--- src/core/rcs_pkg.sv ---
// Constants for the relay card serial interface
package rcs_pkg;

  // Clock rates: crystal and the bus phase clock derived from it
  localparam int unsigned REF_CLK_HZ   = 40000000;
  localparam int unsigned CRYSTAL_HZ   = 7159090;
  localparam int unsigned BUS_DIVIDE   = 4;
  localparam int unsigned BUS_CLK_HZ   = CRYSTAL_HZ / BUS_DIVIDE;
  // Half period of the bus phase clock, rounded down, at least one cycle
  localparam int unsigned HALF_RAW     = REF_CLK_HZ / (2 * BUS_CLK_HZ);
  localparam int unsigned HALF_CYC     = (HALF_RAW < 1) ? 1 : HALF_RAW;
  localparam logic [4:0]  HALF_LAST    = 5'(HALF_CYC - 1);

  // Serial byte and counter layout
  localparam int unsigned BYTE_W       = 8;
  localparam logic [7:0]  CNT_PRESET   = 8'hff;
  localparam int unsigned FIFO_DEPTH   = 16;

  // Register byte offsets on the Wishbone bus
  localparam logic [7:0]  OFS_RELAY    = 8'h00;
  localparam logic [7:0]  OFS_CTRL     = 8'h04;
  localparam logic [7:0]  OFS_STATUS   = 8'h08;
  localparam logic [7:0]  OFS_IDENT    = 8'h60;
  localparam logic [7:0]  IDENT_MASK   = 8'hf0;

  // Control register fields
  localparam int unsigned CTRL_SEL_LSB = 0;
  localparam int unsigned CTRL_CLR_BIT = 8;
  localparam int unsigned CTRL_ADV_BIT = 9;
  localparam int unsigned CTRL_LAT_BIT = 10;
  localparam int unsigned NUM_CARDS    = 8;
  localparam logic [7:0]  SEL_RESET    = 8'hff;

  // Status register fields
  localparam int unsigned ST_ACT_BIT   = 0;
  localparam int unsigned ST_EMPTY_BIT = 1;
  localparam int unsigned ST_FULL_BIT  = 2;
  localparam int unsigned ST_IDV_BIT   = 3;
  localparam int unsigned ST_OEN_BIT   = 4;
  localparam int unsigned ST_LVL_LSB   = 8;

  // Card clock sequencer states
  typedef enum logic [1:0] {
    RCS_IDLE,
    RCS_ALIGN,
    RCS_HIGH,
    RCS_LOW
  } rcs_state_t;

endpackage : rcs_pkg

--- src/core/rcs_top.sv ---
// Relay card serial interface: byte FIFO, card clock, shifters, registers
//
// Overview of operation
// Card clock comes from the bus phase clock, crystal divided by four.
// Relay data write loads the byte, presets bit counter, sets active flag.
// Bus phase clock is gated out as card clock while active is high.
// Counter drops active after eight card clock pulses; no more pulses.
// Outgoing data shifts on inverted card clock, after the first cycle.
// Card clock reaches all driver stages; each stage feeds the next.
// Card ident memory holds model, settling time and relay position table.
// Controller holds card select low for the whole ident transfer.
// Address clear pulsed high once; card resets its 12-bit counter to zero.
// Advance low steps the counter and loads ident shifter; held until settled.
// Controller takes ident location one as the first location read.
// Same card clock shifts eight ident bits back; one byte out per byte in.
// Controller repeats advance and byte shift until all locations read.
// Received ident byte is read in a sixteen-byte address window.
// After all bytes, latch pulse moves shifted data to driver outputs.
// Latch pulse is taken regardless of card select.
// Driver outputs disabled from reset until first latch pulse falls.
// Driver output low energizes its relay, high leaves it released.
// Ident receiver shifts on the same card clock edges as outgoing byte; here it shifts on the rise, the outgoing byte on the fall.
//
// Our own choices: the Wishbone interface to the registers and the placing of the registers.

// Byte FIFO between the bus writes and the serial sequencer
module rcs_fifo #(
  parameter int unsigned WIDTH = 8,
  parameter int unsigned DEPTH = 16
) (
  // Clock and reset
  input  wire logic                     ref_clk_i,
  input  wire logic                     rst_n_i,
  // Fill side
  input  wire logic                     in_valid_i,
  output logic                          in_ready_o,
  input  wire logic [WIDTH-1:0]         in_data_i,
  // Drain side
  output logic                          out_valid_o,
  input  wire logic                     out_ready_i,
  output logic      [WIDTH-1:0]         out_data_o,
  // Fill level
  output logic      [$clog2(DEPTH):0]   level_o
);
  localparam int unsigned AW = $clog2(DEPTH);

  logic [WIDTH-1:0] mem [DEPTH];
  logic [AW:0]      wr_ptr;
  logic [AW:0]      rd_ptr;
  logic [AW:0]      next_wr_ptr;
  logic [AW:0]      next_rd_ptr;
  logic             push;
  logic             pop;

  // Full when pointers differ only in the wrap bit
  always_comb begin
    level_o     = wr_ptr - rd_ptr;
    in_ready_o  = (level_o != (AW+1)'(DEPTH));
    out_valid_o = (level_o != '0);
    out_data_o  = mem[rd_ptr[AW-1:0]];
    push        = in_valid_i && in_ready_o;
    pop         = out_valid_o && out_ready_i;
    next_wr_ptr = push ? wr_ptr + 1'b1 : wr_ptr;
    next_rd_ptr = pop ? rd_ptr + 1'b1 : rd_ptr;
  end

  // Pointer registers
  always_ff @(posedge ref_clk_i or negedge rst_n_i) begin
    if (!rst_n_i) begin
      wr_ptr <= '0;
      rd_ptr <= '0;
    end else begin
      wr_ptr <= next_wr_ptr;
      rd_ptr <= next_rd_ptr;
    end
  end

  // Storage has no reset; contents are only read behind valid
  always_ff @(posedge ref_clk_i) begin
    if (push) begin
      mem[wr_ptr[AW-1:0]] <= in_data_i;
    end
  end
endmodule : rcs_fifo

module rcs_top
  import rcs_pkg::*;
(
  // Clock and reset
  input  wire logic                 ref_clk_i,
  input  wire logic                 rst_n_i,
  // Wishbone classic slave
  input  wire logic                 wb_cyc_i,
  input  wire logic                 wb_stb_i,
  input  wire logic                 wb_we_i,
  input  wire logic [7:0]           wb_adr_i,
  input  wire logic [31:0]          wb_dat_i,
  input  wire logic [3:0]           wb_sel_i,
  output logic      [31:0]          wb_dat_o,
  output logic                      wb_ack_o,
  // Card backplane lines
  output logic                      card_clk_o,
  output logic                      relay_serial_out_o,
  input  wire logic                 card_ident_serial_in_i,
  output logic      [NUM_CARDS-1:0] card_select_n_o,
  output logic                      ident_address_clear_o,
  output logic                      ident_address_advance_n_o,
  output logic                      latch_strobe_o,
  // Local driver stage
  output logic                      driver_output_enable_n_o,
  output logic      [7:0]           relay_drive_n_o
);

  // Decode a register offset; ident byte answers across its window
  function automatic logic hit(input logic [7:0] adr, input logic [7:0] ofs);
    hit = (ofs == OFS_IDENT) ? ((adr & IDENT_MASK) == OFS_IDENT)
                             : (adr == ofs);
  endfunction : hit

  // Bus and register state
  logic       ack;
  logic [31:0] rdata;
  logic [7:0] card_sel;
  logic       addr_clr;
  logic       addr_adv_n;
  logic       latch;
  logic [7:0] ident_byte;
  logic       ident_valid;
  logic       next_ack;
  logic [31:0] next_rdata;
  logic [7:0] next_card_sel;
  logic       next_addr_clr;
  logic       next_addr_adv_n;
  logic       next_latch;
  logic [7:0] next_ident_byte;
  logic       next_ident_valid;

  // FIFO wiring
  logic       fifo_in_valid;
  logic       fifo_in_ready;
  logic       fifo_out_valid;
  logic       fifo_out_ready;
  logic [7:0] fifo_out_data;
  logic [4:0] fifo_level;

  // Sequencer state
  rcs_state_t state;
  rcs_state_t next_state;
  logic [4:0] phase_cnt;
  logic       bus_phase;
  logic [7:0] bit_cnt;
  logic [7:0] tx_sh;
  logic [7:0] rx_sh;
  logic       card_clk;
  logic       first_fall;
  logic [4:0] next_phase_cnt;
  logic       next_bus_phase;
  logic [7:0] next_bit_cnt;
  logic [7:0] next_tx_sh;
  logic [7:0] next_rx_sh;
  logic       next_card_clk;
  logic       next_first_fall;
  logic       tick;
  logic       rise;
  logic       fall;
  logic       burst_done;

  // Ident input synchroniser and filter
  logic       id_s1;
  logic       id_s2;
  logic       id_s3;
  logic       id_in;
  logic       next_id_in;

  // Local driver chain
  logic [7:0] chain;
  logic [7:0] drv_latch;
  logic       oen_n;
  logic       latch_d;
  logic [7:0] next_chain;
  logic [7:0] next_drv_latch;
  logic       next_oen_n;

  logic bus_req;
  logic relay_wr;

  rcs_fifo #(
    .WIDTH (BYTE_W),
    .DEPTH (FIFO_DEPTH)
  ) u_fifo (
    .ref_clk_i   (ref_clk_i),
    .rst_n_i     (rst_n_i),
    .in_valid_i  (fifo_in_valid),
    .in_ready_o  (fifo_in_ready),
    .in_data_i   (wb_dat_i[7:0]),
    .out_valid_o (fifo_out_valid),
    .out_ready_i (fifo_out_ready),
    .out_data_o  (fifo_out_data),
    .level_o     (fifo_level)
  );

  // Bus decode; a relay write waits for FIFO room before it is acked
  always_comb begin
    bus_req          = wb_cyc_i && wb_stb_i && !ack;
    relay_wr         = bus_req && wb_we_i && hit(wb_adr_i, OFS_RELAY)
                       && wb_sel_i[0];
    fifo_in_valid    = relay_wr;
    next_ack         = bus_req && !(relay_wr && !fifo_in_ready);
    next_rdata       = rdata;
    next_card_sel    = card_sel;
    next_addr_clr    = addr_clr;
    next_addr_adv_n  = addr_adv_n;
    next_latch       = latch;
    // card ident byte kept for software
    next_ident_byte  = burst_done ? rx_sh : ident_byte;
    next_ident_valid = ident_valid;
    if (next_ack && wb_we_i && hit(wb_adr_i, OFS_CTRL)) begin
      if (wb_sel_i[0]) begin
        next_card_sel = wb_dat_i[CTRL_SEL_LSB +: NUM_CARDS];
      end
      if (wb_sel_i[1]) begin
        next_addr_clr   = wb_dat_i[CTRL_CLR_BIT];
        next_addr_adv_n = wb_dat_i[CTRL_ADV_BIT];
        next_latch      = wb_dat_i[CTRL_LAT_BIT];
      end
    end
    if (next_ack && !wb_we_i) begin
      next_rdata = 32'h0000_0000;
      if (hit(wb_adr_i, OFS_RELAY)) begin
        next_rdata[4:0] = fifo_level;
      end else if (hit(wb_adr_i, OFS_CTRL)) begin
        next_rdata[CTRL_SEL_LSB +: NUM_CARDS] = card_sel;
        next_rdata[CTRL_CLR_BIT] = addr_clr;
        next_rdata[CTRL_ADV_BIT] = addr_adv_n;
        next_rdata[CTRL_LAT_BIT] = latch;
      end else if (hit(wb_adr_i, OFS_STATUS)) begin
        next_rdata[ST_ACT_BIT]   = bit_cnt[7];
        next_rdata[ST_EMPTY_BIT] = !fifo_out_valid;
        next_rdata[ST_FULL_BIT]  = !fifo_in_ready;
        next_rdata[ST_IDV_BIT]   = ident_valid;
        next_rdata[ST_OEN_BIT]   = oen_n;
        next_rdata[ST_LVL_LSB +: 5] = fifo_level;
      end else if (hit(wb_adr_i, OFS_IDENT)) begin
        // ident byte
        next_rdata[7:0] = ident_byte;
        next_ident_valid = 1'b0;
      end
    end
    // A new byte arriving beats the read that clears the flag
    if (burst_done) begin
      next_ident_valid = 1'b1;
    end
  end

  // Register bank
  always_ff @(posedge ref_clk_i or negedge rst_n_i) begin
    if (!rst_n_i) begin
      ack         <= 1'b0;
      rdata       <= 32'h0000_0000;
      card_sel    <= SEL_RESET;
      addr_clr    <= 1'b0;
      addr_adv_n  <= 1'b1;
      latch       <= 1'b0;
      ident_byte  <= 8'h00;
      ident_valid <= 1'b0;
    end else begin
      ack         <= next_ack;
      rdata       <= next_rdata;
      card_sel    <= next_card_sel;
      addr_clr    <= next_addr_clr;
      addr_adv_n  <= next_addr_adv_n;
      latch       <= next_latch;
      ident_byte  <= next_ident_byte;
      ident_valid <= next_ident_valid;
    end
  end

  // Ident input: three stages, a change counts once stages two and three agree
  always_comb begin
    next_id_in = (id_s2 == id_s3) ? id_s3 : id_in;
  end

  always_ff @(posedge ref_clk_i or negedge rst_n_i) begin
    if (!rst_n_i) begin
      id_s1 <= 1'b0;
      id_s2 <= 1'b0;
      id_s3 <= 1'b0;
      id_in <= 1'b0;
    end else begin
      id_s1 <= card_ident_serial_in_i;
      id_s2 <= id_s1;
      id_s3 <= id_s2;
      id_in <= next_id_in;
    end
  end

  // Card clock sequencer; the bus phase clock runs free so bursts stay
  // in step with it, at the cost of up to one period of start latency
  always_comb begin
    tick            = (phase_cnt == HALF_LAST);
    rise            = tick && !bus_phase;
    fall            = tick && bus_phase;
    next_state      = state;
    // bus phase clock
    next_phase_cnt  = tick ? 5'h00 : phase_cnt + 5'h01;
    next_bus_phase  = tick ? !bus_phase : bus_phase;
    next_bit_cnt    = bit_cnt;
    next_tx_sh      = tx_sh;
    next_rx_sh      = rx_sh;
    next_card_clk   = 1'b0;
    next_first_fall = first_fall;
    fifo_out_ready  = 1'b0;
    burst_done      = 1'b0;
    case (state)
      RCS_IDLE: begin
        if (fifo_out_valid) begin
          // load and preset
          fifo_out_ready  = 1'b1;
          next_tx_sh      = fifo_out_data;
          next_bit_cnt    = CNT_PRESET;
          next_first_fall = 1'b1;
          next_state      = RCS_ALIGN;
        end
      end
      RCS_ALIGN, RCS_LOW: begin
        if (rise) begin
          // gate clock out while active
          if (bit_cnt[7]) begin
            next_card_clk = 1'b1;
            // sample ident on rising edge
            next_rx_sh = {rx_sh[6:0], id_in};
            next_state = RCS_HIGH;
          end else begin
            // full ident byte captured
            burst_done = 1'b1;
            next_state = RCS_IDLE;
          end
        end
      end
      RCS_HIGH: begin
        next_card_clk = !fall;
        if (fall) begin
          // count pulse
          next_bit_cnt = {bit_cnt[6:0], 1'b0};
          // inverted clock shifts after first cycle
          if (!first_fall) begin
            next_tx_sh = {tx_sh[6:0], 1'b0};
          end
          next_first_fall = 1'b0;
          next_state      = RCS_LOW;
        end
      end
      default: begin
        next_state = RCS_IDLE;
      end
    endcase
  end

  always_ff @(posedge ref_clk_i or negedge rst_n_i) begin
    if (!rst_n_i) begin
      state      <= RCS_IDLE;
      phase_cnt  <= 5'h00;
      bus_phase  <= 1'b0;
      bit_cnt    <= 8'h00;
      tx_sh      <= 8'h00;
      rx_sh      <= 8'h00;
      card_clk   <= 1'b0;
      first_fall <= 1'b0;
    end else begin
      state      <= next_state;
      phase_cnt  <= next_phase_cnt;
      bus_phase  <= next_bus_phase;
      bit_cnt    <= next_bit_cnt;
      tx_sh      <= next_tx_sh;
      rx_sh      <= next_rx_sh;
      card_clk   <= next_card_clk;
      first_fall <= next_first_fall;
    end
  end

  // Local driver chain and safeguard
  always_comb begin
    next_chain     = chain;
    next_drv_latch = drv_latch;
    next_oen_n     = oen_n;
    // stages share clock, data flows stage to stage
    if (rise && bit_cnt[7] && state != RCS_IDLE) begin
      next_chain = {chain[6:0], tx_sh[7]};
    end
    // latch regardless of card select
    if (latch) begin
      next_drv_latch = chain;
    end
    // first falling latch enables outputs
    if (latch_d && !latch) begin
      next_oen_n = 1'b0;
    end
  end

  always_ff @(posedge ref_clk_i or negedge rst_n_i) begin
    if (!rst_n_i) begin
      chain     <= 8'h00;
      drv_latch <= 8'h00;
      oen_n     <= 1'b1;
      latch_d   <= 1'b0;
    end else begin
      chain     <= next_chain;
      drv_latch <= next_drv_latch;
      oen_n     <= next_oen_n;
      latch_d   <= latch;
    end
  end

  // Outputs, each straight from a flip-flop
  always_ff @(posedge ref_clk_i or negedge rst_n_i) begin
    if (!rst_n_i) begin
      relay_drive_n_o <= 8'hff;
    end else begin
      // low energizes; disabled drivers stay high
      relay_drive_n_o <= next_oen_n ? 8'hff : ~next_drv_latch;
    end
  end

  // select, clear and advance lines come from control bits
  assign card_select_n_o           = card_sel;
  assign ident_address_clear_o     = addr_clr;
  assign ident_address_advance_n_o = addr_adv_n;
  assign latch_strobe_o            = latch;
  assign card_clk_o                = card_clk;
  assign relay_serial_out_o        = tx_sh[7];
  assign driver_output_enable_n_o  = oen_n;
  assign wb_dat_o                  = rdata;
  assign wb_ack_o                  = ack;

endmodule : rcs_top

--- config.mk ---
export PLATFORM = sky130hd
export DESIGN_NAME = rcs_top
export DESIGN_NICKNAME = d
export VERILOG_FILES = /design/src/core/rcs_pkg.sv /design/src/core/rcs_top.sv
export SDC_FILE = /design/constraint.sdc
export NUM_CORES = 1
export LEC_CHECK = 0
export BUFFER_PORTS_ARGS = -buffer_cell sky130_fd_sc_hd__buf_4
export CAP_MARGIN = 0
export CORE_MARGIN = 2
export CORE_UTILIZATION = 35
export DETAILED_ROUTE_END_ITERATION = 6
export SETUP_SLACK_MARGIN = 0.05
export SYNTH_ARGS = -nofsm -noshare
export SYNTH_HDL_FRONTEND = slang
export SYNTH_SLANG_ARGS = --single-unit
--- constraint.sdc ---
create_clock -name ref_clk_i -period 3.2 [get_ports ref_clk_i]
set_input_delay 0.16 -clock ref_clk_i [delete_from_list [all_inputs] [get_ports ref_clk_i]]
set_output_delay 0.16 -clock ref_clk_i [all_outputs]
set_load 0.05 [all_outputs]
# == Word level (Yosys, flattened, before mapping) ==
# Memory sizes are Yosys's and may differ from the RTL's.
# Cells that the tools add are included.
# op_classes
n_mux,43
reduce_logical,40
bitwise,1
eq_ne,16
n_addsub,4
# op_table
cell,n
2-to-1 mux 8 bit,9
one-hot mux 8 bit (2 select lines),2
2-to-1 mux 5 bit,4
2-to-1 mux 1 bit,18
logical AND 1 bit,17
adder 5 x 1 -> 5 bit (second input constant),3
inequality test 2 bit (second input constant),7
2-to-1 mux 11 bit,1
2-to-1 mux 2 bit,5
AND reduction 3 bit,3
== test 8 x 3 -> 1 bit (second input constant),1
== test 8 x 4 -> 1 bit (second input constant),1
logical NOT 1 bit,8
logical NOT 8 bit,1
NOT 8 bit,1
nonzero test 2 bit,4
one-hot mux 2 bit (3 select lines),1
== test 5 x 4 -> 1 bit (second input constant),1
inequality test 5 bit (second input constant),1
AND reduction 5 bit,1
nonzero test 5 bit,1
subtractor 5 bit,1
== test 2 bit (second input constant),2
== test 4 x 3 -> 1 bit (second input constant),1
8 further kinds,10
# totals
ram_bits,128
register_bits,108
word_cells,132
memories,1
# mem_list
name,depth,word_bits,rd,rd_ports_with_merged_regs,wr,line_no,source
u_fifo.mem,16,8,1,0,1,rcs_top.sv:47,logic [WIDTH-1:0] mem [DEPTH];

# == Logic depth before layout (Yosys ltp) ==
# Gate-level depths: netlist of run 1.
# logic_depth
word_depth,11
depth_mapped,11
depth_no_buf,9

# == By module ==
# Synthesis of run 1 repeated with hierarchy kept, for this count alone.
# unflattened
hier_cells,631
hier_area_um2,9848.2
# modules_own_cells
mod,area_each_um2,cells_per_inst,seq_area_each_um2,instances
rcs_fifo,5690.5,307,4093.9,1
rcs_top,4157.7,324,2449.8,1

# == Worst setup path before layout of run 1 ==
# OpenSTA, ideal clock, no wires.
# synth_path
path_kind,register -> register
startpoint,register u_fifo.rd_ptr[2]
endpoint,memory u_fifo.mem[4][0] (enable)
period_less_slack_ps,2772
path_stages_with_launch,11
path_slack_ps,428
path_buffers,2
arrival_ps,2495
t_required_ps,2923
path_cell_list,dfrtp_1 > clkbuf_1 > inv_2 > ha_1 > xnor2_1 > nor3_2 > inv_1 > o311a_1 > buf_6 > and3b_4 > and2_1
# synth_between
elab_chain_len,5
# synth_lines
item,line_no,source
from (decl),rcs_top.sv:49,logic [AW:0] rd_ptr;
from (signal assigned),rcs_top.sv:74,rd_ptr <= next_rd_ptr;
subtractor 5 bit,rcs_top.sv:57,level_o = wr_ptr - rd_ptr;
inequality test 5 bit,rcs_top.sv:58,in_ready_o = (level_o != (AW+1)'(DEPTH));
logical AND 1 bit,rcs_top.sv:61,push = in_valid_i && in_ready_o;
2-to-1 mux 1 bit,rcs_top.sv:80,if (push) begin
2-to-1 mux 1 bit (implied by the code),rcs_top.sv:81,mem[wr_ptr[AW-1:0]] <= in_data_i;
to (decl),rcs_top.sv:47,
# No other way between the ends.

# == Worst setup path in the final report of run 1 ==
# layout_path
startpoint,register u_fifo.wr_ptr[0]
endpoint,"register ack, in the netlist wb_ack_o"
# layout_between
elab_chain_len,6
# layout_lines
item,line_no,source
from (decl),rcs_top.sv:48,logic [AW:0] wr_ptr;
from (signal assigned),rcs_top.sv:73,wr_ptr <= next_wr_ptr;
subtractor 5 bit,rcs_top.sv:57,
inequality test 5 bit,rcs_top.sv:58,
logical NOT 1 bit,rcs_top.sv:208,next_ack = bus_req && !(relay_wr && !fifo_in_ready);
logical AND 1 bit,rcs_top.sv:208,
logical NOT 1 bit,rcs_top.sv:208,
logical AND 1 bit,rcs_top.sv:208,
named net next_ack,rcs_top.sv:129,logic next_ack;
to (signal assigned),rcs_top.sv:267,ack <= next_ack;
to (decl),rcs_top.sv:121,logic ack;
# The timed path passes the listed nets, and every way through them passes these cells.
# A chain may end at the register's enable or synchronous reset.

==> results of run 1 <==
==> power by group <==
part           internal [mW]  switching [mW]  total [mW]
Combinational         0.0737           0.211       0.285
Sequential              3.23          0.0144        3.24
Clock                   1.50            1.09        2.59
Total                   4.80            1.32        6.12
==> worst paths after layout <==
| kind | to | slack, ns | depth (start not counted) |
|---|---|---|---|
| min in group asynchronous | drv_latch[4] | 0.26 | 2 |
| min reg2reg | id_s2 | 0.35 | 0 |
| min | u_fifo.mem[15][5] | 0.01 | 1 |
| max | wb_ack_o | 0.25 | 10 |
| max in group asynchronous | card_select_n_o[5] | 2.15 | 3 |
| max reg2reg | wb_ack_o | 0.25 | 10 |
==> layout make-up <==
cell class	count	share of cell area, %
Timing Repair Buffer	82	5.63
Inverter	17	0.554
Clock buffer	36	6.06
Tap cell	378	4.11
Clock inverter	7	0.282
Sequential cell	235	56.8
Multi-Input combinational cell	358	26.6
==> through the flow <==
step | power, mW | hold WS (ns) | setup WS, ns | utilization, % | instance area (sq um)
after floorplan | 3.47 | -0.136 | 0.428 | - | 9930
after global placement | 3.58 | 0.270 | 0.180 | 38.5 | 10700
after detailed placement | 3.58 | 0.271 | 0.100 | 38.5 | 10700
after CTS | 6.19 | 0.00363 | 0.0517 | 41.4 | 11500
after global routing | 6.34 | 0.0160 | 0.0700 | 41.5 | 11500
final | 6.12 | 0.0131 | 0.249 | 41.5 | 11500
==> cells in the mapped netlist, types with 14 or more instances <==
cell and count:
edfxtp_1 128, mux2i_1 14, mux4_2 18, o22ai_1 14
o21ai_0 17, clkbuf_1 15, nor2_1 24, dfrtp_1 89
buf_4 21, nand2_1 30, inv_1 16, dfstp_2 18
mux2_2 64, and2_1 14
==> cell families after synthesis <==
kind of cell,after synthesis,synth area share [%]
flip-flops,235,66.3
adder cells (fa/ha/maj),13,1.70
XOR/XNOR,17,1.66
multiplexers,96,12.8
AND/OR/NAND/NOR,119,6.79
buffers and inverters,63,3.55
other,1,0.0380
AO/OA/AOI/OAI,94,7.09
==> state kept, by name, summed over array words and instances, names as in the netlist, 5 cells and up, named ones only <==
register         cells
relay_drive_n_o      8
u_fifo.wr_ptr        5
phase_cnt            5
ident_byte           8
bit_cnt              8
u_fifo.mem         128
tx_sh                8
u_fifo.rd_ptr        5
wb_dat_o            13
chain                8
rx_sh                8
card_select_n_o      8
drv_latch            8
==> critical path, cell delays in order (launching register included) <==
cell           delay, ns
dfrtp_1             0.40
inv_1               0.12
ha_1                0.22
fa_1                0.40
nand2b_1            0.18
a21oi_2             0.19
xnor2_2             0.10
buf_4               0.18
nor3_2              0.26
a41oi_1             0.18
dlygate4sd3_1       0.60
==> metal layers <==
layer	global-route usage [%]	share of wire (%)	vias up
met2	22.3	49	143
met4	3.51	1.7	0
met5	0	0	-
met1	19.8	46	2755
li1	-	-	2534
met3	2.04	4.2	24
==> cells in the final DEF, fill, tap and decap left out, types with 3 or more instances in the layout <==
master         count
nand2_1           30
nor2_1            24
a221oi_1           9
a21o_1             4
nand2b_1           9
inv_1             16
nor3_2             3
xnor2_1           11
mux2i_1           14
o21ai_0           17
conb_1            19
ha_1              11
a21oi_1            6
edfxtp_1         128
and4_2             4
and2_1             9
clkbuf_16         26
a22oi_1            8
nor2b_1            7
nand3b_1           3
mux4_2            18
clkinv_1           4
and2_2             5
a2bb2oi_1          8
o22ai_1           14
buf_4             73
nand4_1            4
a311oi_1           7
dfstp_2           18
dlygate4sd3_1      8
nand3_1            5
dfrtp_1           88
a2111oi_0          7
clkbuf_1           9
xor2_1             4
mux2_2            64
a211oi_1           3
==> repair_timing <==
item,CTS,global route
resized for setup,0,7
hold buffers,8,0
endpoints found under the hold margin,56,0
setup endpoints to repair,0,89
==> results.toml, run 1 <==
[outcome]
status = "complete, no violations"

[synthesis]
synth.distinct_cells = 65
synthArstFlopShare_pct = 45.5
synth.top_cell.area_share_pct = 39.0
ys_seq_area_share_pct = 66.3
synth.avg_cell_area_sq_um = 15.5
ys_ff_latch = 235
netlist_area_sq_um = 9860
synth_ff_type = "edfxtp_1"
syn_inst = 638
yosys_warnings = 0
synth_edf_count = 128
yosysTopAreaCell = "edfxtp_1"
synth_area_leaders = "edfxtp_1, dfrtp_1, mux2_2"

[floorplanning]
pin_count = 105
dieArea_sq_um = 29500
fp-row-count = 61
coreArea_sq_um = 27800
chipWidth_um = 172
die_h_um = 172
start_util_pct = 35.5

[layout]
area_growth_pct = 16.8
multi_input_area_sq_um = 3060
diodes = 0
drive_above_1_share_pct = 32.1
seq_area_sq_um = 6550
final_cell_count_no_fill = 1113
fillCellCount = 2585
nets = 781

[worst_hold_path]
hold_start = "wb_dat_i[5]"
hp-class = "in2reg"

[sta]
maxSlewViolCount = 0
fin_tns_setup_ns = 0
fin_crit_ns = 2.95
setup_viol = 0
rsz0062_at_grt = "no"
clock_skew_ns = 0.0122
hold_viol = 0
relSlewSlack_pct = 42.8
tightest_slew_ns = 0.857
timing.fmax_mhz = 339
post-route-period-util_pct = 92.2

[power]
ir_worst_vdd_uv = 321
cellLeakagePower_nw = 4.55
p_per_area_nw_per_um2 = 531

[detailed_routing]
drc = 0
drt_pass1_iterations = 4
wirelength_mm = 20.1
drt_iter0_drc = 341
ant_nets = 0
viasPerCell = 4.90
wire_per_inst_um = 18.1
vias = 5456

[global_routing]
grt-ovfl-total = 0
grt_pass1_wl_mm = 31.5
antenna_found_initial = 0
grt_pass1_vias = 5493
grt_usage_pct = 13.9
grt_max_degree = 57

[clocking]
tritoncts = "built"
cts_buffer_depth = 3
clk_latency_ns = 0.51
clkTransAtPathRegs_ns = 0.06
clockRootBuffer = "clkbuf_16"
cts_max_level = 1
cts.sinks = 235
post-cts-setup-buffers = 0
cts_inserted_buffers = 25

[critical_path]
cp_data_required_time_ns = 3.58
critPathKind = "reg2reg"
cp-end-kind = "flip-flop"
crit_fanout = 7
cp.arrival_ns = 3.33
startpoint_type = "flip-flop"
setup.worst_path.start = "u_fifo.wr_ptr[0]"
worstReg2RegStart = "u_fifo.wr_ptr[0]"

[job]
drv_cap = 0

[placement]
globalplace.congestion = 0.783
dp_cells = 1062
io_buffers = 62
dp_hpwl_mm = 13.2
Power figures use the tool's default switching activity.
==> run 2: changes to the inputs <==
Settings changed: HOLD_SLACK_MARGIN from default to 0.12.
==> run 2 against run 1 <==
Total power grew 0.20%; setup slack gained 0.0093 ns; flip-flop and latch count is the same; largest cell class unchanged; count of clock-buffer cells in the layout is the same; clock power is essentially flat; core utilization grew 0.40 points; combinational power grew 3%; maximum frequency grew 0.32%; worst hold slack gained 0.15 ns; global-route usage grew 0.065 points; first-iteration DRC count grew 12%.
==> results.toml, run 2 (synthesized netlist as in run 1, its figures left out) <==
[clocking]
clockRootBuffer = "clkbuf_16"
clkTransAtPathRegs_ns = 0.06
post-cts-setup-buffers = 0
cts.sinks = 235
tritoncts = "built"
cts_max_level = 1
clk_latency_ns = 0.51
cts_inserted_buffers = 25
cts_buffer_depth = 3

[critical_path]
critPathMaxStageDelay_ns = 0.42
cp.arrival_ns = 3.09
ff2ff_setup_slack_ns = 0.26
endpoint = "u_fifo.mem[10][3]"
r2r_cells = 9
r2r_end = "u_fifo.mem[10][3]"
setup.worst_path.start = "u_fifo.wr_ptr[0]"
critPathKind = "reg2reg"
slowest_stage = "and2_1"
cp_cell_sequence = "inv_1 > ha_1 > fa_1 > nand2b_1 > a21oi_2 > xnor2_2 > o311a_4 > and3b_2 > and2_1"
crit_fanout = 8
timing.critical_path.buf_inv = 1
worst-path-stages = 9
critical_path.top_delay_family = "simple AND/OR/NAND/NOR gates"
startpoint_type = "flip-flop"
worstReg2RegStart = "u_fifo.wr_ptr[0]"
cp_data_required_time_ns = 3.34
cp-end-kind = "flip-flop"

[power]
ir_worst_vdd_uv = 321
switching_share_pct = 21.6
p_per_area_nw_per_um2 = 527
p_clk_share_pct = 42.4
combPwrFrac_pct = 4.8
finalPower_mw = 6.13
cellLeakagePower_nw = 4.60
p_int_mw = 4.81
p_switching_mw = 1.32
seqPwrFrac_pct = 52.8

[floorplanning]
coreArea_sq_um = 27800
die_h_um = 172
chipWidth_um = 172
start_util_pct = 35.5
dieArea_sq_um = 29500
fp-row-count = 61
pin_count = 105

[detailed_routing]
drt_iter0_drc = 382
drt_pass1_iterations = 5
vias = 5478
viasPerCell = 4.87
wire_per_inst_um = 18.0
wirelength_mm = 20.2
ant_nets = 0
drc = 0

[sta]
post-route-period-util_pct = 91.9
tightest_slew_ns = 0.861
timing.fmax_mhz = 340
rsz0062_at_grt = "no"
hold_ws_ns = 0.168
clock_skew_ns = 0.0122
worst_slack_ns = 0.259
setup_viol = 0
fin_tns_setup_ns = 0
hold_viol = 0
maxSlewViolCount = 0
relSlewSlack_pct = 42.6
fin_crit_ns = 2.94

[job]
drv_cap = 0

[layout]
fillCellCount = 2573
nets = 792
area_growth_pct = 17.9
mostFrequentLayoutCells = "edfxtp_1, dfrtp_1, buf_4"
diodes = 0
final_cell_count_no_fill = 1124
final_core_util_pct = 41.9
final_common_cell = "edfxtp_1"
drive_above_1_share_pct = 31.6
largest_reg_flops = 128
fin_area_sq_um = 11600

[placement]
io_buffers = 62
placed_area_sq_um = 10700
dp_hpwl_mm = 13.2
dp_cells = 1062
globalplace.congestion = 0.783
place_ws_ns = 0.100

[global_routing]
grt_usage_pct = 13.9
grt_pass1_wl_mm = 31.7
grt_pass1_vias = 5544
antenna_found_initial = 0
grt-ovfl-total = 0
grt_max_degree = 57

[outcome]
status = "complete, no violations"

[worst_hold_path]
hp-class = "in2reg"
## run 2: cell count changes in the layout (fill, tap and decap cells not counted), sizes merged
cell and change:
dlygate4sd3 +11
## run 2: worst register-to-register path: cells and delay by family, from the launching register on
kind                     cells  cell delay (ns)
AND/OR/NAND/NOR              3             0.82
adder cells (fa/ha/maj)      2             0.62
AO/OA/AOI/OAI                2             0.47
flip-flops                   1             0.40
XOR/XNOR                     1             0.15
buffers and inverters        1             0.12
## run 2: what timing repair did
item	in CTS	in global routing
hold buffers	19	0
hold endpoints to repair	195	0
gates resized for setup	0	7
setup endpoints to repair	0	89
## run 2: cell type report
| class | instances | area (sq um) | share of cell area, % |
|---|---|---|---|
| well taps | 378 | 473 | 4.07 |
| multi-input cells | 358 | 3060 | 26.3 |
| clock buffers | 36 | 698 | 6.00 |
| repair buffers | 93 | 758 | 6.52 |
| flip-flops and latches | 235 | 6550 | 56.3 |
| inverters | 17 | 63.8 | 0.549 |
| clock inverters | 7 | 32.5 | 0.280 |
## run 2: per-layer routing
metal  up-vias  routed length (um)  global-route usage [%]
li1       2555                   -                       -
met5         -                   0                       0
met2       133                9810                    22.5
met1      2766                9280                    19.9
met3        24                 808                    2.04
met4         0                 337                    3.51
## run 2: worst min-delay path by stage
stage	endpoint	slack (ns)	depth (start not counted)	from
2_1_floorplan	async pin	-0.14	0	rst_n_i
3_3_place_gp	id_s1	0.27	1	card_ident_serial_in_i
3_5_place_dp	drv_latch[3]	0.27	1	rst_n_i
4_1_cts	wb_dat_o[11]	0.15	4	wb_adr_i[2]
5_1_grt	wb_dat_o[11]	0.21	4	wb_adr_i[2]
6_report	wb_dat_o[2]	0.17	4	wb_adr_i[3]
## run 2: power groups by stage
| stage | combinational [mW] | sequential, mW | clock [mW] |
|---|---|---|---|
| global placement | 0.280 | 3.30 | 0 |
| CTS | 0.298 | 3.24 | 2.66 |
| floorplan | 0.107 | 3.36 | 0 |
| detailed placement | 0.281 | 3.30 | 0 |
| global route | 0.318 | 3.24 | 2.79 |
| finish | 0.293 | 3.24 | 2.60 |
==> run 3: changes to the inputs <==
Settings changed: CORE_UTILIZATION 35 to 50, CTS_CLUSTER_SIZE from default to 12, PLACE_DENSITY from default to 0.7, REMOVE_ABC_BUFFERS from default to 1.
==> run 3 against run 2 <==
Combinational power about the same; global-route usage up 5.5 points; core utilization up 18 points; total power up 2.1%; sequential power about the same; register-to-register slack worse by 0.07 ns; maximum frequency down 2.3%; flip-flop and latch count unchanged; clock skew down 0.0042 ns; setup slack worse by 0.068 ns; worst hold slack worse by 0.0076 ns; non-clock buffer count down 3; critical path type unchanged; largest power group unchanged; highest routed layer unchanged.
==> results.toml, run 3 (synthesized netlist as in run 1, its figures left out) <==
[layout]
nets = 789
drive_above_1_share_pct = 32.6
diodes = 0
fillCellCount = 1441
largest_reg_flops = 128
mostFrequentLayoutCells = "edfxtp_1, dfrtp_1, buf_4"
final_core_util_pct = 59.5
area_growth_pct = 17.0
fin_area_sq_um = 11500
final_common_cell = "edfxtp_1"

[sta]
clock_skew_ns = 0.00791
timing.fmax_mhz = 332
tightest_slew_ns = 0.837
hold_ws_ns = 0.160
rsz0062_at_grt = "no"
relSlewSlack_pct = 44.2
fin_crit_ns = 3.01
hold_viol = 0
post-route-period-util_pct = 94.1
maxSlewViolCount = 0
setup_viol = 0

[power]
p_clk_share_pct = 43.5
switching_share_pct = 21.0
p_per_area_nw_per_um2 = 543
seqPwrFrac_pct = 51.8
cellLeakagePower_nw = 4.63
p_switching_mw = 1.31
p_int_mw = 4.95
finalPower_mw = 6.26
ir_worst_vdd_uv = 487
combPwrFrac_pct = 4.7

[detailed_routing]
wire_per_inst_um = 19.5
vias = 5631
drc = 0
drt_iter0_drc = 361
ant_nets = 0
drt_pass1_iterations = 5
wirelength_mm = 19.7
viasPerCell = 5.57

[worst_hold_path]
min_path_cells = 4
hp-class = "in2reg"
hold_start = "wb_adr_i[3]"
holdPathEnd = "wb_dat_o[2]"

[global_routing]
grt-ovfl-total = 0
grt_max_degree = 60
antenna_found_initial = 0
grt_pass1_wl_mm = 31.2
grt_usage_pct = 19.4
grt_pass1_vias = 5727

[clocking]
cts_max_level = 1
clockRootBuffer = "clkbuf_16"
cts.sinks = 235
cts_buffer_depth = 3
clkTransAtPathRegs_ns = 0.06
tritoncts = "built"
post-cts-setup-buffers = 0
clk_latency_ns = 0.51
cts_inserted_buffers = 25

[placement]
globalplace.congestion = 0.832
io_buffers = 62
dp_hpwl_mm = 13.0
placed_area_sq_um = 10500

[critical_path]
cp-end-kind = "flip-flop"
cp_data_required_time_ns = 3.40
crit_fanout = 8
critPathKind = "reg2reg"
cp.arrival_ns = 3.21
worstReg2RegStart = "u_fifo.wr_ptr[0]"
ff2ff_setup_slack_ns = 0.19
critPathMaxStageDelay_ns = 0.42
r2r_end = "u_fifo.mem[1][7]"
slowest_stage = "fa_1"
startpoint_type = "flip-flop"
cp_cell_sequence = "inv_1 > ha_1 > fa_1 > nand2b_1 > a21oi_2 > xnor2_2 > o311a_1 > nor3b_4 > and2_2"
r2r_cells = 9

[floorplanning]
start_util_pct = 50.9
chipWidth_um = 144
dieArea_sq_um = 20900
coreArea_sq_um = 19400
die_h_um = 144
fp-row-count = 51
pin_count = 105

[job]
drv_cap = 0

[outcome]
status = "complete, no violations"
[run 3: cell count changes in the layout (fill, tap and decap cells not counted), moves of 2 or more]
| cell | previous run | this run |
|---|---|---|
| clkbuf_1 | 9 | 11 |
| buf_4 | 73 | 70 |
| nor3_2 | 3 | 1 |
| clkbuf_8 | 1 | 5 |
| clkinv_1 | 4 | 1 |
| and2_1 | 9 | 2 |
| and2_2 | 5 | 11 |
[run 3: final cells by class]
cell class | count | area, sq um | share of cell area (%)
multi-input combinational | 358 | 3070 | 26.6
sequential | 235 | 6550 | 56.7
clock buffer | 41 | 736 | 6.38
tap | 265 | 332 | 2.87
timing repair buffer | 90 | 736 | 6.38
clock inverter | 5 | 52.6 | 0.455
inverter | 17 | 63.8 | 0.553
[run 3: layer usage]
metal  GRT usage [%]  wire [um]
met4            6.49        493
met5               0          0
met2            32.1       9940
met1            26.5       8390
met3            3.08        927
[run 3: what timing repair did]
action,CTS,global route
hold endpoints to repair,192,0
endpoints found under the setup margin,8,85
hold buffers,19,0
resized for setup,1,15
[run 3: power groups by stage]
stage | clock network (mW) | logic (mW) | registers, mW
floorplan | 0 | 0.0842 | 3.36
global placement | 0 | 0.271 | 3.30
detailed placement | 0 | 0.277 | 3.30
CTS | 2.77 | 0.294 | 3.24
global route | 2.89 | 0.314 | 3.24
finish | 2.73 | 0.292 | 3.24
[run 3: how the worst max path moves through the flow]
stage / cells after the start / to / slack [ns] / startpoint
CTS: 9 / u_fifo.mem[2][6] / 0.07 / u_fifo.wr_ptr[0]
global route: 9 / u_fifo.mem[3][2] / 0.07 / u_fifo.wr_ptr[0]
finish: 9 / u_fifo.mem[1][7] / 0.19 / u_fifo.wr_ptr[0]
detailed placement: 9 / u_fifo.mem[3][2] / 0.06 / u_fifo.wr_ptr[0]
floorplan: 8 / u_fifo.mem[3][0] / -0.71 / u_fifo.rd_ptr[0]
global placement: 9 / u_fifo.mem[3][1] / 0.22 / u_fifo.wr_ptr[0]
[run 3: worst max-delay path: cells and delay by family (launching register included)]
kind	cells	cell delay (ns)
AND/OR/NAND/NOR	3	0.82
adder cells (fa/ha/maj)	2	0.63
AO/OA/AOI/OAI	2	0.57
flip-flops	1	0.40
XOR/XNOR	1	0.14
buffers and inverters	1	0.12
[run 3: through the flow]
stage / cells / setup WS, ns / TNS [ns]
floorplan: 610 / -0.711 / -89.31
global placement: 946 / 0.216 / 0
detailed placement: 946 / 0.0576 / 0
CTS: 1011 / 0.0683 / 0
global route: 1011 / 0.0696 / 0
finish: 1011 / 0.190 / 0
